## config.mk

```make
export PLATFORM = sky130hd
export DESIGN_NAME = ser_top
export DESIGN_NICKNAME = d
export VERILOG_FILES = /design/src/design/ser_pkg.sv /design/src/design/ser_if.sv /design/src/design/ser_sticky.sv /design/src/design/ser_srq.sv /design/src/design/ser_top.sv
export SDC_FILE = /design/constraint.sdc
export NUM_CORES = 1
export LEC_CHECK = 0
export ABC_AREA = 1
export BUFFER_PORTS_ARGS = -buffer_cell sky130_fd_sc_hd__buf_2
export CAP_MARGIN = 20
export CELL_PAD_IN_SITES_DETAIL_PLACEMENT = 1
export CELL_PAD_IN_SITES_GLOBAL_PLACEMENT = 1
export CORE_UTILIZATION = 40
export CTS_CLUSTER_DIAMETER = 30
export CTS_CLUSTER_SIZE = 40
export DETAILED_ROUTE_END_ITERATION = 8
export PLACE_DENSITY = 0.93
export SETUP_SLACK_MARGIN = 0.05
export SYNTH_ARGS = -nofsm -noshare
export SYNTH_HDL_FRONTEND = slang
export SYNTH_HIERARCHICAL = 1
export SYNTH_SLANG_ARGS = --single-unit
```

## constraint.sdc

```tcl
create_clock -name clk_sys_i -period 2.35 [get_ports clk_sys_i]
set_input_delay 0.47 -clock clk_sys_i [delete_from_list [all_inputs] [get_ports clk_sys_i]]
set_output_delay 0.47 -clock clk_sys_i [all_outputs]
set_load 0.02 [all_outputs]
```

## src/design/ser_pkg.sv

```systemverilog
// Constants and types shared by the status event reporting block.
`default_nettype none
package ser_pkg;
  localparam int unsigned STB_W = 8;
  localparam int unsigned ESR_W = 8;
  localparam int unsigned LIA_W = 15;
  localparam int unsigned ERR_W = 8;
  localparam int unsigned IDX_W = 4;
  // Serial poll status byte positions.
  localparam int unsigned STB_ERR_BIT = 2;
  localparam int unsigned STB_LIA_BIT = 3;
  localparam int unsigned STB_MAV_BIT = 4;
  localparam int unsigned STB_ESB_BIT = 5;
  localparam int unsigned STB_RQS_BIT = 6;
  // Standard event byte positions.
  localparam int unsigned ESR_OPC_BIT = 0;
  localparam int unsigned ESR_INP_BIT = 1;
  localparam int unsigned ESR_QRY_BIT = 3;
  localparam int unsigned ESR_EXE_BIT = 4;
  localparam int unsigned ESR_CMD_BIT = 5;
  localparam int unsigned ESR_URQ_BIT = 6;
  localparam int unsigned ESR_PON_BIT = 7;
  // Lock-in status word positions.
  localparam int unsigned LIA_REFERENCE_UNLOCK_BIT = 3;
  localparam int unsigned LIA_RANGE_BIT = 4;
  localparam int unsigned LIA_DAT1_BIT = 8;
  // Error byte positions.
  localparam int unsigned ERR_CLK_BIT = 0;
  localparam int unsigned ERR_VXI_BIT = 4;
  // Implemented bits; the others read as zero.
  localparam logic [ESR_W-1:0] ESR_USED = 8'hFB;
  localparam logic [LIA_W-1:0] LIA_USED = 15'h7FFB;
  localparam logic [ERR_W-1:0] ERR_USED = 8'hF3;
  // Values after reset.
  localparam logic [ESR_W-1:0] ESR_RESET = 8'h00;
  localparam logic [LIA_W-1:0] LIA_RESET = 15'h0000;
  localparam logic [ERR_W-1:0] ERR_RESET = 8'h00;
  localparam logic [STB_W-1:0] STB_RESET = 8'h00;
  typedef enum logic [3:0] {
    SER_Q_SPOLL = 4'b0001,
    SER_Q_STD = 4'b0010,
    SER_Q_LOCKIN = 4'b0100,
    SER_Q_ERROR = 4'b1000
  } ser_query_e;
endpackage
`default_nettype wire

```

## src/design/ser_if.sv

```systemverilog
// Interfaces joining the top to the status stores and the request generator.
`default_nettype none
interface ser_stat_if #(parameter int unsigned W = 8);
  logic [W-1:0] set;
  logic [W-1:0] rd_clr;
  logic [W-1:0] enable;
  logic [W-1:0] status;
  logic clr_all;
  logic summary;
  modport ctl (output set, rd_clr, enable, clr_all, input status, summary);
  modport store (input set, rd_clr, enable, clr_all, output status, summary);
endinterface

interface ser_srq_if;
  logic [7:0] cond;
  logic [7:0] enable;
  logic poll;
  logic pending;
  logic mss;
  modport ctl (output cond, enable, poll, input pending, mss);
  modport gen (input cond, enable, poll, output pending, mss);
endinterface
`default_nettype wire

```

## src/design/ser_sticky.sv

```systemverilog
// Sticky status register with read clear, clear-all and enabled summary.
`default_nettype none
module ser_sticky #(
  parameter int unsigned W = 8,
  parameter logic [W-1:0] USED = '1,
  parameter logic [W-1:0] RESET_VAL = '0
) (
  input wire logic clk_sys_i,
  input wire logic reset_n_i,
  ser_stat_if.store st
);
  logic [W-1:0] status_reg;
  logic [W-1:0] status_next;
  logic [W-1:0] keep_mask;

  assign keep_mask = ~(st.rd_clr | {W{st.clr_all}});
  // A new event wins over a clear in the same cycle.
  assign status_next = (status_reg & keep_mask) | (st.set & USED);

  always_ff @(posedge clk_sys_i or negedge reset_n_i)
  begin
    if (!reset_n_i)
      status_reg <= RESET_VAL;
    else
      status_reg <= status_next;
  end

  assign st.status = status_reg;
  assign st.summary = |(status_reg & st.enable);
endmodule // ser_sticky
`default_nettype wire

```

## src/design/ser_srq.sv

```systemverilog
// Service request generator: edge detect on enabled poll bits, cleared by poll.
`default_nettype none
module ser_srq (
  input wire logic clk_sys_i,
  input wire logic reset_n_i,
  ser_srq_if.gen sq
);
  import ser_pkg::*;
  logic [7:0] en_bits;
  logic [7:0] prev_reg;
  logic rise;
  logic pending_reg;
  logic pending_next;

  assign en_bits = sq.cond & sq.enable & ~(8'h01 << STB_RQS_BIT);
  assign rise = |(en_bits & ~prev_reg);
  assign pending_next = rise | (pending_reg & ~sq.poll);

  always_ff @(posedge clk_sys_i or negedge reset_n_i)
  begin
    if (!reset_n_i)
    begin
      prev_reg <= STB_RESET;
      pending_reg <= 1'b0;
    end
    else
    begin
      prev_reg <= en_bits;
      pending_reg <= pending_next;
    end
  end

  assign sq.pending = pending_reg;
  assign sq.mss = |en_bits;
endmodule // ser_srq
`default_nettype wire

```

## src/design/ser_top.sv

```systemverilog
// Status event reporting: three sticky status stores, poll byte and service request.
`default_nettype none
module ser_top (
  input wire logic clk_sys_i,
  input wire logic reset_n_i,
  input wire logic evt_opc_i,
  input wire logic in_queue_overflow_i,
  input wire logic out_queue_overflow_i,
  input wire logic evt_exec_err_i,
  input wire logic evt_illegal_cmd_i,
  input wire logic evt_front_panel_i,
  input wire logic out1_scale_overload_i,
  input wire logic out2_scale_overload_i,
  input wire logic reference_unlock_i,
  input wire logic input_range_overload_i,
  input wire logic sync_freq_out_of_range_i,
  input wire logic sync_filter_overload_i,
  input wire logic storage_triggered_i,
  input wire logic data_ch1_overload_i,
  input wire logic data_ch2_overload_i,
  input wire logic data_ch3_overload_i,
  input wire logic data_ch4_overload_i,
  input wire logic capture_done_i,
  input wire logic sweep_started_i,
  input wire logic sweep_done_i,
  input wire logic ext_ref_clock_err_i,
  input wire logic battery_backup_fail_i,
  input wire logic vxi_err_i,
  input wire logic gpib_fast_abort_i,
  input wire logic usb_device_fault_i,
  input wire logic usb_host_fault_i,
  input wire logic out_buf_nonempty_i,
  input wire logic [ser_pkg::ESR_W-1:0] std_enable_i,
  input wire logic [ser_pkg::LIA_W-1:0] lockin_enable_i,
  input wire logic [ser_pkg::ERR_W-1:0] error_enable_i,
  input wire logic [ser_pkg::STB_W-1:0] spoll_enable_i,
  input wire logic clear_all_i,
  input wire logic query_valid_i,
  input wire ser_pkg::ser_query_e query_target_i,
  input wire logic query_one_bit_i,
  input wire logic [ser_pkg::IDX_W-1:0] query_bit_idx_i,
  input wire logic serial_poll_i,
  output logic [ser_pkg::LIA_W-1:0] query_data_o,
  output logic query_done_o,
  output logic [ser_pkg::STB_W-1:0] spoll_byte_o,
  output logic spoll_done_o,
  output logic srq_o,
  output logic queue_flush_o
);
  import ser_pkg::*;

  // Clear mask for a read: all bits, or only the selected bit.
  function automatic logic [15:0] rd_mask(input logic hit);
    logic [15:0] m;
    m = query_one_bit_i ? (16'h0001 << query_bit_idx_i) : 16'hFFFF;
    return hit ? m : 16'h0000;
  endfunction

  // Answer for a read: the whole value or the selected bit in bit 0.
  function automatic logic [14:0] pick(input logic [15:0] v);
    logic [14:0] r;
    r = query_one_bit_i ? {14'h0000, v[query_bit_idx_i]} : v[14:0];
    return r;
  endfunction

  ser_stat_if #(.W(ESR_W)) std_if ();
  ser_stat_if #(.W(LIA_W)) lia_if ();
  ser_stat_if #(.W(ERR_W)) err_if ();
  ser_srq_if srq_if ();

  logic pon_pending_reg;
  logic queue_flush_reg;
  logic [LIA_W-1:0] query_data_reg;
  logic [LIA_W-1:0] query_data_next;
  logic query_done_reg;
  logic [STB_W-1:0] spoll_byte_reg;
  logic spoll_done_reg;
  logic overflow;
  logic [STB_W-1:0] stb_cond;
  logic [STB_W-1:0] stb_read;
  logic [STB_W-1:0] spoll_en;
  logic hit_spoll;
  logic hit_std;
  logic hit_lia;
  logic hit_err;
  logic [15:0] std_clr;
  logic [15:0] lia_clr;
  logic [15:0] err_clr;

  assign overflow = in_queue_overflow_i | out_queue_overflow_i;

  assign std_if.set = {
    pon_pending_reg,
    evt_front_panel_i,
    evt_illegal_cmd_i,
    evt_exec_err_i,
    out_queue_overflow_i,
    1'b0,
    in_queue_overflow_i,
    evt_opc_i
  };

  assign lia_if.set = {
    sweep_done_i,
    sweep_started_i,
    capture_done_i,
    data_ch4_overload_i,
    data_ch3_overload_i,
    data_ch2_overload_i,
    data_ch1_overload_i,
    storage_triggered_i,
    sync_filter_overload_i,
    sync_freq_out_of_range_i,
    input_range_overload_i,
    reference_unlock_i,
    1'b0,
    out2_scale_overload_i,
    out1_scale_overload_i
  };

  assign err_if.set = {
    usb_host_fault_i,
    usb_device_fault_i,
    gpib_fast_abort_i,
    vxi_err_i,
    2'b00,
    battery_backup_fail_i,
    ext_ref_clock_err_i
  };

  // Query decode; the poll byte read clears nothing.
  assign hit_spoll = query_valid_i && (query_target_i == SER_Q_SPOLL);
  assign hit_std = query_valid_i && (query_target_i == SER_Q_STD);
  assign hit_lia = query_valid_i && (query_target_i == SER_Q_LOCKIN);
  assign hit_err = query_valid_i && (query_target_i == SER_Q_ERROR);
  assign std_clr = rd_mask(hit_std);
  assign lia_clr = rd_mask(hit_lia);
  assign err_clr = rd_mask(hit_err);

  assign std_if.rd_clr = std_clr[ESR_W-1:0];
  assign lia_if.rd_clr = lia_clr[LIA_W-1:0];
  assign err_if.rd_clr = err_clr[ERR_W-1:0];
  assign std_if.clr_all = clear_all_i;
  assign lia_if.clr_all = clear_all_i;
  assign err_if.clr_all = clear_all_i;
  assign std_if.enable = std_enable_i;
  assign lia_if.enable = lockin_enable_i;
  assign err_if.enable = error_enable_i;

  ser_sticky #(.W(ESR_W), .USED(ESR_USED), .RESET_VAL(ESR_RESET)) u_std (
    .clk_sys_i(clk_sys_i),
    .reset_n_i(reset_n_i),
    .st(std_if.store)
  );

  ser_sticky #(.W(LIA_W), .USED(LIA_USED), .RESET_VAL(LIA_RESET)) u_lia (
    .clk_sys_i(clk_sys_i),
    .reset_n_i(reset_n_i),
    .st(lia_if.store)
  );

  ser_sticky #(.W(ERR_W), .USED(ERR_USED), .RESET_VAL(ERR_RESET)) u_err (
    .clk_sys_i(clk_sys_i),
    .reset_n_i(reset_n_i),
    .st(err_if.store)
  );

  // Poll byte conditions without the request bit.
  assign stb_cond = {
    2'b00,
    std_if.summary,
    out_buf_nonempty_i,
    lia_if.summary,
    err_if.summary,
    2'b00
  };
  assign spoll_en = stb_cond & spoll_enable_i;

  assign srq_if.cond = stb_cond;
  assign srq_if.enable = spoll_enable_i;
  assign srq_if.poll = serial_poll_i;

  ser_srq u_srq (
    .clk_sys_i(clk_sys_i),
    .reset_n_i(reset_n_i),
    .sq(srq_if.gen)
  );

  // Command read shows the enabled summary, not the request history.
  assign stb_read = stb_cond | ({7'h00, srq_if.mss} << STB_RQS_BIT);

  assign query_data_next = hit_spoll ? pick({8'h00, stb_read}) :
                           hit_std ? pick({8'h00, std_if.status}) :
                           hit_lia ? pick({1'b0, lia_if.status}) :
                           hit_err ? pick({8'h00, err_if.status}) :
                           query_data_reg;

  always_ff @(posedge clk_sys_i or negedge reset_n_i)
  begin
    if (!reset_n_i)
    begin
      pon_pending_reg <= 1'b1;
      queue_flush_reg <= 1'b0;
      query_data_reg <= LIA_RESET;
      query_done_reg <= 1'b0;
      spoll_byte_reg <= STB_RESET;
      spoll_done_reg <= 1'b0;
    end
    else
    begin
      pon_pending_reg <= 1'b0;
      queue_flush_reg <= overflow;
      query_data_reg <= query_data_next;
      query_done_reg <= query_valid_i;
      if (serial_poll_i)
        spoll_byte_reg <= stb_cond | ({7'h00, srq_if.pending} << STB_RQS_BIT);
      spoll_done_reg <= serial_poll_i;
    end
  end

  assign query_data_o = query_data_reg;
  assign query_done_o = query_done_reg;
  assign spoll_byte_o = spoll_byte_reg;
  assign spoll_done_o = spoll_done_reg;
  assign srq_o = srq_if.pending;
  assign queue_flush_o = queue_flush_reg;

  unlock_latch_a: assert property (@(posedge clk_sys_i) disable iff (!reset_n_i)
    reference_unlock_i |=> lia_if.status[LIA_REFERENCE_UNLOCK_BIT])
    else $error("unlock event not latched");

  err_summary_a: assert property (@(posedge clk_sys_i) disable iff (!reset_n_i)
    (hit_spoll && !query_one_bit_i) |=>
      query_data_o[STB_ERR_BIT] == $past(|(err_if.status & error_enable_i)))
    else $error("error summary wrong in poll byte");

  mav_track_a: assert property (@(posedge clk_sys_i) disable iff (!reset_n_i)
    (hit_spoll && !query_one_bit_i) |=> query_data_o[STB_MAV_BIT] == $past(out_buf_nonempty_i))
    else $error("buffer bit does not follow buffer state");

  esb_hold_a: assert property (@(posedge clk_sys_i) disable iff (!reset_n_i)
    (std_if.summary && !hit_std && !clear_all_i) |=> (std_if.summary || std_enable_i != $past(std_enable_i)))
    else $error("event summary dropped while enabled bits remain");

  stb_query_a: assert property (@(posedge clk_sys_i) disable iff (!reset_n_i)
    (hit_spoll && !serial_poll_i && srq_o) |=> srq_o)
    else $error("command read of poll byte cleared the request");

  mss_read_a: assert property (@(posedge clk_sys_i) disable iff (!reset_n_i)
    (hit_spoll && !query_one_bit_i) |=> query_data_o[STB_RQS_BIT] == $past(|spoll_en))
    else $error("command read bit 6 does not match enabled bits");

  poll_clear_a: assert property (@(posedge clk_sys_i) disable iff (!reset_n_i)
    (serial_poll_i && srq_o && spoll_en == $past(spoll_en)) |=>
      spoll_done_o && spoll_byte_o[STB_RQS_BIT] && !srq_o)
    else $error("poll did not report and clear the request");

  single_srq_a: assert property (@(posedge clk_sys_i) disable iff (!reset_n_i)
    ($past(reset_n_i) && !srq_o && spoll_en == $past(spoll_en)) |=> !srq_o)
    else $error("request raised without a new enabled bit");

  rise_srq_a: assert property (@(posedge clk_sys_i) disable iff (!reset_n_i)
    (|(spoll_en & ~$past(spoll_en))) |=> srq_o)
    else $error("rising enabled bit raised no request");

  read_clear_a: assert property (@(posedge clk_sys_i) disable iff (!reset_n_i)
    (hit_err && !query_one_bit_i && err_if.set == 8'h00) |=> err_if.status == ERR_RESET)
    else $error("whole read did not clear error byte");

  clear_all_a: assert property (@(posedge clk_sys_i) disable iff (!reset_n_i)
    (clear_all_i && lia_if.set == LIA_RESET && std_if.set == ESR_RESET) |=>
      lia_if.status == LIA_RESET && std_if.status == ESR_RESET)
    else $error("clear-all left status bits set");

  flush_a: assert property (@(posedge clk_sys_i) disable iff (!reset_n_i)
    out_queue_overflow_i |=> queue_flush_o && std_if.status[ESR_QRY_BIT])
    else $error("output overflow did not flush and flag");

  pon_a: assert property (@(posedge clk_sys_i) disable iff (!reset_n_i)
    pon_pending_reg |=> std_if.status[ESR_PON_BIT] && !pon_pending_reg)
    else $error("power-on bit not set after reset");
endmodule // ser_top
`default_nettype wire

```

## Yosys cells after proc, flatten, opt, wreduce, memory -nomap -nowiden

Cells that the tools add are included.

- Input bits: 80
- Output and inout bits: 27
- Register bits: 66
- Word-level logic and storage cells: 71

- Mux-type cells: 20
- Eq/ne operators: 4
- Bitwise logic cells: 24
- Shift operators: 1
- Magnitude comparators: 1
- Reduce and logical (&&, ||, !) cells: 10

Operator list:

| cell | count |
|---|---|
| $mux 15 | 7 |
| $and 8x8->8 | 5 |
| $mux 8 | 4 |
| $or 8x8->8 | 4 |
| $and 15x15->15 | 2 |
| $or 15x15->15 | 2 |
| $not 8->8 | 3 |
| $reduce_or 8->1 | 3 |
| $bmux 1 s4 | 4 |
| $not 15->15 | 1 |
| $reduce_or 15->1 | 1 |
| $shl 1x4->15 const A | 1 |
| $or 6x7->7 | 2 |
| $and 6x8->8 | 1 |
| $mux 7 | 1 |
| $reduce_or 7->1 | 1 |
| $lt 4x5->1 const B | 1 |
| $eq 4x1->1 const B | 1 |
| $eq 4x2->1 const B | 1 |
| $eq 4x3->1 const B | 1 |
| $eq 4x4->1 const B | 1 |
| $logic_and 1x1->1 | 4 |
| $mux 1 | 4 |
| $reduce_bool 4->1 | 1 |
| 3 further kinds | 4 |

## Longest topological paths before layout

Gate-level depths: netlist of run 1.

- Depth in word-level cells: 9
- Depth in mapped cells: 16
- Mapped depth without buffers: 16

## Hierarchy

Netlist of run 1, hierarchy kept.

By module, submodules not included:

| module | area each (um2) | seq. area each (um2) | instances | cells an instance |
|---|---|---|---|---|
| ser_top | 1803.0 | 601.8 | 1 | 278 |
| ser_sticky at u_lia | 680.7 | 375.4 | 1 | 79 |
| ser_sticky at u_std | 372.9 | 200.2 | 1 | 40 |
| ser_srq | 370.4 | 200.2 | 1 | 51 |
| ser_sticky at u_err | 365.4 | 200.2 | 1 | 40 |

## Worst setup path before layout of run 1

No wires, ideal clock.

- Path type: input port to flip-flop
- Start: input port query_target_i[0]
- End: register u_lia.status_reg[11] (netlist: u_lia/st.status[11])
- Cell stages on the path: 10
- Path buffers: 1
- Slack: 614 ps
- Data required time: 2232 ps
- Library setup time: 118 ps
- Data arrival time: 1618 ps
- Cell sequence: inv_1 -> nand2_1 -> nor2_1 -> nand3_2 -> inv_2 -> buf_2 -> nand2_1 -> a21oi_1 -> nor2_1 -> a21o_1

- Cells in the longest elaborated chain, start to end: 7

RTL lines:

| what | line | text |
|---|---|---|
| from (decl) | ser_top.sv:39 | `input wire ser_pkg::ser_query_e query_target_i,` |
| $eq 4x3->1 | ser_top.sv:134 | `assign hit_lia = query_valid_i && (query_target_i == SER_Q_LOCKIN);` |
| $logic_and 1x1->1 | ser_top.sv:134 |  |
| $mux 15 | ser_top.sv:56 | `return hit ? m : 16'h0000;` |
| net lia_clr[11] | ser_top.sv:87 | `logic [15:0] lia_clr;` |
| $or 15x15->15 | ser_sticky.sv:16 | `assign keep_mask = ~(st.rd_clr \| {W{st.clr_all}});` |
| $not 15->15 | ser_sticky.sv:16 |  |
| $and 15x15->15 | ser_sticky.sv:18 | `assign status_next = (status_reg & keep_mask) \| (st.set & USED);` |
| $or 15x15->15 | ser_sticky.sv:18 |  |
| net u_lia.status_next[11] | ser_sticky.sv:13 | `logic [W-1:0] status_next;` |
| to (signal assigned) | ser_sticky.sv:25 | `status_reg <= status_next;` |
| to (decl) | ser_sticky.sv:12 | `logic [W-1:0] status_reg;` |

The timed path passes the listed nets, and every way through them passes these cells.
A chain may end at the register's enable or synchronous reset.

## Worst setup path in the final report of run 1

- Start: register u_lia.status_reg[10] (netlist: u_lia/st.status[10])
- End: register query_data_reg[0] (netlist: query_data_o[0])

- Cells in the longest elaborated chain, start to end: 9
- Elaborated cells on any way between the ends: 14
- Classes of those cells: mux (9); bitwise (3); reduce/logical (2)

RTL lines:

| what | line | text |
|---|---|---|
| $and 15x15->15 | ser_sticky.sv:29 | `assign st.summary = \|(status_reg & st.enable);` |
| $reduce_or 15->1 | ser_sticky.sv:29 |  |
| net lia_if.summary | ser_if.sv:9 | `logic summary;` |
| $and 6x8->8 | ser_srq.sv:15 | `assign en_bits = sq.cond & sq.enable & ~(8'h01 << STB_RQS_BIT);` |
| $reduce_or 7->1 | ser_srq.sv:34 | `assign sq.mss = \|en_bits;` |
| net srq_if.mss | ser_if.sv:19 | `logic mss;` |
| $or 6x7->7 | ser_top.sv:190 | `assign stb_read = stb_cond \| ({7'h00, srq_if.mss} << STB_RQS_BIT);` |
| $bmux 1 s4 | ser_top.sv:62 | `r = query_one_bit_i ? {14'h0000, v[query_bit_idx_i]} : v[14:0];` |
| $mux 1 (implied by the code) | ser_top.sv:62 |  |
| $mux 7 | ser_top.sv:62 |  |
| $mux 15 | ser_top.sv:192 | `assign query_data_next = hit_spoll ? pick({8'h00, stb_read}) :` |
| to (signal assigned) | ser_top.sv:213 | `query_data_reg <= query_data_next;` |
| to (decl) | ser_top.sv:73 | `logic [LIA_W-1:0] query_data_reg;` |

The timed path passes the listed nets, and every way through them passes these cells. The select of a mux whose other input is x is not followed.

==> metrics.md, run 1 <==
| Metric | Value |
|---|---|
| Final TNS setup | 0 ns |
| Worst-path clk slew | 0.08 ns |
| Hold Buf Count CTS | 0 |
| Placed instance area | 4299 um^2 |
| Worst Setup End Kind | flop |
| Die area | 9363 um^2 |
| Synth area leaders | dfrtp_1 43%, nand2_1 19%, nor2_1 7.4%, inv_1 4.5%, o21bai_2 4.1% |
| CTS tree | built |
| WP data arrival | 2.29 ns |
| Crit path launch type | flop |
| Req. time, crit path | 2.58 ns |
| Crit path buf inv count | 1 |
| Syn Inst Count | 488 |
| Slowest cell on crit path | dfrtp_1 |
| First-pass GRT wire length | 20530 um |
| Main synth FF type | dfrtp_1 |
| Share of cells above drive strength 1 | 0.2655 |
| Synth cell count leaders | 181 x nand2_1, 71 x nor2_1, 62 x dfrtp_1 |
| Worst Skew | 0.01349 ns |
| CP dominant cell by count | nand2_1 |
| DRC | 0 |
| RePlAce Congestion | 0.9175 |
| CTS buffer count | 9 |
| Register bit total from synthesis | 63 |
| Iteration-0 DRC Markers | 192 |
| Crit-path cells | nand2_1 > nand2_1 > inv_1 > nand2_1 > nor2_1 > nand2_1 > nand2_1 > nand2_1 > nor2_1 > nand2_1 > nand2_1 > nand3_1 > o21ai_0 > a21oi_1 > nand2_1 > nand2_1 |
| Vias | 3835 |
| DP HPWL | 9725 um |
| Distinct cells, synth | 32 |
| Final #Nets | 689 |
| # resized after CTS | 0 |
| Number of I/O pins | 107 |
| Hold slack | 0.1439 ns |
| Clk_lat worst skew | 0.35 ns |
| Setup Crit Path Kind | reg2reg |
| Slew headroom | 0.5589 |
| Total chip power | 2.875 mW |
| Max_cap viols | 0 |
| Grt total ovfl | 0 |
| WL final | 12730 um |
| Met1 Use GR | 0.3380 |
| Core ar. | 8721 um^2 |
| Synth warn | 6 |
| Antenna diodes | 0 |
| Vias/cell | 5.312 |
| Slew at the pin closest to its max-slew limit | 0.6617 ns |
| Tcrit/Tclk final | 0.8780 |
| Yosys top cell by area | dfrtp_1 |
| Count leader, synth | nand2_1 |
| CP top delay family | simple AND/OR/NAND/NOR gates |
| Asr flop ratio synth | 1.000 |
| Slew Viols, Final | 0 |
| PD cells | 635.8 nW/um^2 |
| Final Hold Viols | 0 |
| Final setup viols | 0 |
| RSZ-0062 raised after global routing | false |
| H-tree levels | 3 |
| Vias in the first global route | 4131 |
| Chip height | 96.77 um |
| Slowest stage delay, CP | 0.42 ns |
| Syn Std Cell Area | 3592 um^2 |
| Fin crit period | 2.063 ns |
| Port Buffers | 102 |
| First-pass DRT Iterations | 5 |
| EDFF count, synth | 0 |
| Met3 usage | 0.05347 |
| Die width | 96.77 um |
| Fin area | 4522 um^2 |
| Crit path max fanout | 4 |
| Synth top area share | 0.4319 |
| Total GRT Usage | 0.2823 |
| Largest net degree at the start of global routing | 38 |
| GR met2 Demand/Resource | 0.4930 |
| Clock root cell | clkbuf_8 |
| # Post-CTS Setup Buffers | 0 |
| Sequential area share after synthesis | 0.4392 |
| FILL cells | 1140 |
| FF-to-FF path depth | 16 |
| GRT busiest layer | met2 |
| Crit path depth | 16 |
| Synthesis-to-layout area growth | 25.88% |
| Drt wl/cell | 17.63 um |
| ANT nets after route | 0 |
| Worst vdd ir | 0.3324 mV |
| Row count | 34 |
| Starting density of the core | 0.4119 |
| Mean post-synth cell area | 7.361 um^2 |
| Leakage | 2.561 nW |
| Clock Sinks | 63 |
| Multi-input gate area | 1785 um^2 |
| Register Area | 1578 um^2 |
| Outcome | finished clean |
| Peak Freq | 484.7 MHz |
| Worst-case clock buffer depth | 2 |
| Initial antenna violation count | 0 |
| Worst min path class | in2async |
[worst paths after layout]
path,startpoint,endpoint,slack (ns)
setup / recovery,u_lia/st.status[10]$_DFF_PN0_,query_data_o[0]$_DFFE_PN0P_,0.29
hold / removal,reset_n_i,u_std/st.status[2]$_DFF_PN0_,0.14
setup reg to reg,u_lia/st.status[10]$_DFF_PN0_,query_data_o[0]$_DFFE_PN0P_,0.29
hold reg to reg,query_data_o[3]$_DFFE_PN0P_,query_data_o[3]$_DFFE_PN0P_,0.48
max in group asynchronous,reset_n_i,u_srq/prev_reg[3]$_DFF_PN0_,1.58
min in group clk_sys_i,sync_freq_out_of_range_i,u_lia/st.status[5]$_DFF_PN0_,0.29
[kinds of logic after synthesis]
kind of cell | share of synthesized area
AOI/OAI and AO/OA | 0.1435
DFF | 0.4392
muxes | 0.01254
buffers and inverters | 0.07314
and+or+nand+nor | 0.3306
other | 0.001044
[worst reg2reg max path, cell delays in order (launching register included)]
cell and delay, ns:
dfrtp_1 0.42, nand2_1 0.08, nand2_1 0.07, inv_1 0.08, nand2_1 0.05, nor2_1 0.09, nand2_1 0.12, nand2_1 0.14
nand2_1 0.08, nor2_1 0.13, nand2_1 0.08, nand2_1 0.08, nand3_1 0.06, o21ai_0 0.22, a21oi_1 0.10, nand2_1 0.10
nand2_1 0.05
[final cells by class]
| class | count | area share |
|---|---|---|
| Clock buffer | 11 | 0.03127 |
| Inverter | 48 | 0.03985 |
| Multi-Input combinational cell | 372 | 0.3949 |
| Tap cell | 108 | 0.02988 |
| Sequential cell | 63 | 0.3489 |
| Timing Repair Buffer | 115 | 0.1372 |
| Clock inverter | 5 | 0.01799 |
[metrics by stage]
step	util	worst slack, ns	std cells
6_report	0.5185	0.2867	722
5_1_grt	0.5185	0.1472	722
4_1_cts	0.5185	0.3080	722
3_5_place_dp	0.4930	0.2142	706
3_3_place_gp	0.4930	0.3168	706
2_1_floorplan	-	0.6141	497
[report_power, final]
group,leakage [nW],internal [mW],total (mW),switching (mW)
logic,1.71,0.204,0.551,0.348
registers,0.736,1.17,1.24,0.0687
clock network,0.110,0.627,1.09,0.460
total,2.56,2.00,2.87,0.876
[cell usage in the layout (no fill, tap or decap), types with 7 or more instances in the layout]
cell      netlist  final
dfrtp_1        62     62
nor2_1         71     71
a32o_1          7      7
o21ai_0         7      7
nand2_1       181    181
nand3_1        24     24
buf_2           3    102
conb_1          1     10
buf_4           3     12
o21bai_2       13     13
inv_1          43     43
a21oi_1        11     11
a21o_1         14     14
clkbuf_8        0     10
[layer usage]
| metal | vias up | wire length, um |
|---|---|---|
| li1 | 1786 | - |
| met1 | 1895 | 5154 |
| met3 | 24 | 651 |
| met2 | 130 | 6611 |
| met5 | - | 0 |
| met4 | 0 | 314 |
(Power assumes the default switching activity.)
==> run 2, diff against run 1 <==
Settings changed: CORE_ASPECT_RATIO set to 1.5.
==> metrics.md, run 2 (synthesis gave the netlist of run 1 again) <==
| Metric | Value |
|---|---|
| PD cells | 693.0 nW/um^2 (was 635.8 nW/um^2) |
| DP Cell Count | 706 (unchanged) |
| Register Area | 1578 um^2 (unchanged) |
| Final #Nets | 687 (was 689) |
| Crit path max fanout | 4 (unchanged) |
| CTS tree | built (unchanged) |
| Met3 usage | 0.05271 (was 0.05347) |
| Final TNS setup | 0 ns (unchanged) |
| Drt wl/cell | 18.47 um (was 17.63 um) |
| Port Buffers | 102 (unchanged) |
| Vias in the first global route | 4222 (was 4131) |
| Grt total ovfl | 0 (unchanged) |
| GRT busiest layer | met2 (unchanged) |
| WP data arrival | 2.24 ns (was 2.29 ns) |
| Placed instance area | 4287 um^2 (was 4299 um^2) |
| Share of cells above drive strength 1 | 0.2631 (was 0.2655) |
| Worst-path clk slew | 0.06 ns (was 0.08 ns) |
| Outcome | finished, violations left (was finished clean) |
| FILL cells | 1158 (was 1140) |
| Commonest non-fill, non-tap cell in the layout | nand2_1 (unchanged) |
| Chip height | 118.1 um (was 96.77 um) |
| Starting density of the core | 0.4093 (was 0.4119) |
| Commonest non-fill, non-tap cells in the layout | 181 x nand2_1, 102 x buf_2, 71 x nor2_1 (unchanged) |
| # Post-CTS Setup Buffers | 0 (unchanged) |
| Multi-input gate area | 1785 um^2 (unchanged) |
| Layout Utilization | 0.5238 (was 0.5185) |
| RePlAce Congestion | 0.9005 (was 0.9175) |
| Worst vdd ir | 0.4039 mV (was 0.3324 mV) |
| Vias | 3837 (was 3835) |
| First-pass DRT Iterations | 8 (was 5) |
| Core ar. | 8776 um^2 (was 8721 um^2) |
| Worst Slack Setup Final | 0.3407 ns (was 0.2867 ns) |
| GR met2 Demand/Resource | 0.5738 (was 0.4930) |
| Die area | 9371 um^2 (was 9363 um^2) |
| Synthesis-to-layout area growth | 27.97% (was 25.88%) |
| Hold slack | 0.1473 ns (was 0.1439 ns) |
| Iteration-0 DRC Markers | 186 (was 192) |
| Met1 Use GR | 0.3204 (was 0.3380) |
| Req. time, crit path | 2.58 ns (about the same) |
| Setup Crit Path Kind | reg2reg (unchanged) |
| Fin area | 4597 um^2 (was 4522 um^2) |
| Fin crit period | 2.009 ns (was 2.063 ns) |
| Leakage | 2.597 nW (was 2.561 nW) |
| Row count | 42 (was 34) |
| Setup WS pre-CTS | 0.2061 ns (was 0.2142 ns) |
| Largest net degree at the start of global routing | 39 (was 38) |
| Clock Sinks | 63 (unchanged) |
| DRC | 2 (was 0) |
| Max_cap viols | 0 (unchanged) |
| Final setup viols | 0 (unchanged) |
| Worst Skew | 0.01011 ns (was 0.01349 ns) |
| Tcrit/Tclk final | 0.8550 (was 0.8780) |
| Number of I/O pins | 107 (unchanged) |
| DP HPWL | 9909 um (was 9725 um) |
| RSZ-0062 raised after global routing | false (unchanged) |
| Failing checks | DRC |
| Peak Freq | 497.7 MHz (was 484.7 MHz) |
| H-tree levels | 3 (unchanged) |
| Worst min path class | in2async (unchanged) |
| WL final | 13330 um (was 12730 um) |
| Slew at the pin closest to its max-slew limit | 0.6962 ns (was 0.6617 ns) |
| Final Non-Filler Cells | 722 (unchanged) |
| Crit path launch type | flop (unchanged) |
| Total chip power | 3.186 mW (was 2.875 mW) |
| Slew Viols, Final | 0 (unchanged) |
| Final Hold Viols | 0 (unchanged) |
| Total GRT Usage | 0.3086 (was 0.2823) |
| Clock root cell | clkbuf_16 (was clkbuf_8) |
| First-pass GRT wire length | 21190 um (was 20530 um) |
| Hold Buf Count CTS | 0 (unchanged) |
| Slew headroom | 0.5337 (was 0.5589) |
| Clk_lat worst skew | 0.35 ns (about the same) |
| Antenna diodes | 0 (unchanged) |
| Worst Setup End Kind | flop (unchanged) |
| Worst-case clock buffer depth | 2 (unchanged) |
| Vias/cell | 5.314 (was 5.312) |
| ANT nets after route | 0 (unchanged) |
| CTS buffer count | 9 (unchanged) |
| Initial antenna violation count | 0 (unchanged) |
| Die width | 79.38 um (was 96.77 um) |
-- run 2: worst max-delay path: stages, from the launching register on --
cell,delay (ns)
dfrtp_1,0.42
nand2_1,0.13
nand2_1,0.07
inv_1,0.05
nand2_1,0.05
nor2_1,0.09
nand2_1,0.11
nand2_1,0.13
nand2_1,0.09
nor2_1,0.11
nand2_1,0.08
nand2_1,0.07
nand3_1,0.06
o21ai_1,0.20
a21oi_1,0.10
nand2_1,0.08
nand2_1,0.04
-- run 2: layout make-up --
cell class	count	area share
clock buffers	13	0.05879
clock inverters	3	0.008710
inverters	48	0.03919
multi-input cells	372	0.3884
flip-flops and latches	63	0.3432
well taps	110	0.02994
repair buffers	113	0.1317
-- run 2: per-layer routing --
metal | vias to the layer above | share of wire
met5 | - | 0
met4 | 0 | 0.043
met3 | 41 | 0.044
met2 | 129 | 0.55
met1 | 1879 | 0.36
li1 | 1788 | -
-- run 2: repair_timing --
item,4_1_cts,5_1_grt
gates resized for setup,0,1
setup endpoints to repair,0,1
hold endpoints to repair,0,0
-- run 2: final timing paths --
kind / startpoint / end / slack, ns / cells past startpoint
max in group asynchronous: reset_n_i / u_lia/st.status[14]$_DFF_PN0_ / 1.57 / 2
setup / recovery: u_lia/st.status[13]$_DFF_PN0_ / query_data_o[0]$_DFFE_PN0P_ / 0.34 / 16
hold reg to reg: query_data_o[6]$_DFFE_PN0P_ / query_data_o[6]$_DFFE_PN0P_ / 0.48 / 2
setup reg to reg: u_lia/st.status[13]$_DFF_PN0_ / query_data_o[0]$_DFFE_PN0P_ / 0.34 / 16
hold / removal: reset_n_i / query_done_o$_DFF_PN0_ / 0.15 / 1
min in group clk_sys_i: out1_scale_overload_i / u_lia/st.status[0]$_DFF_PN0_ / 0.30 / 2
-- run 2: report_power, final --
group | switching, mW | internal [mW] | total [mW]
registers | 0.0673 | 1.17 | 1.24
logic | 0.348 | 0.203 | 0.551
clock network | 0.492 | 0.903 | 1.40
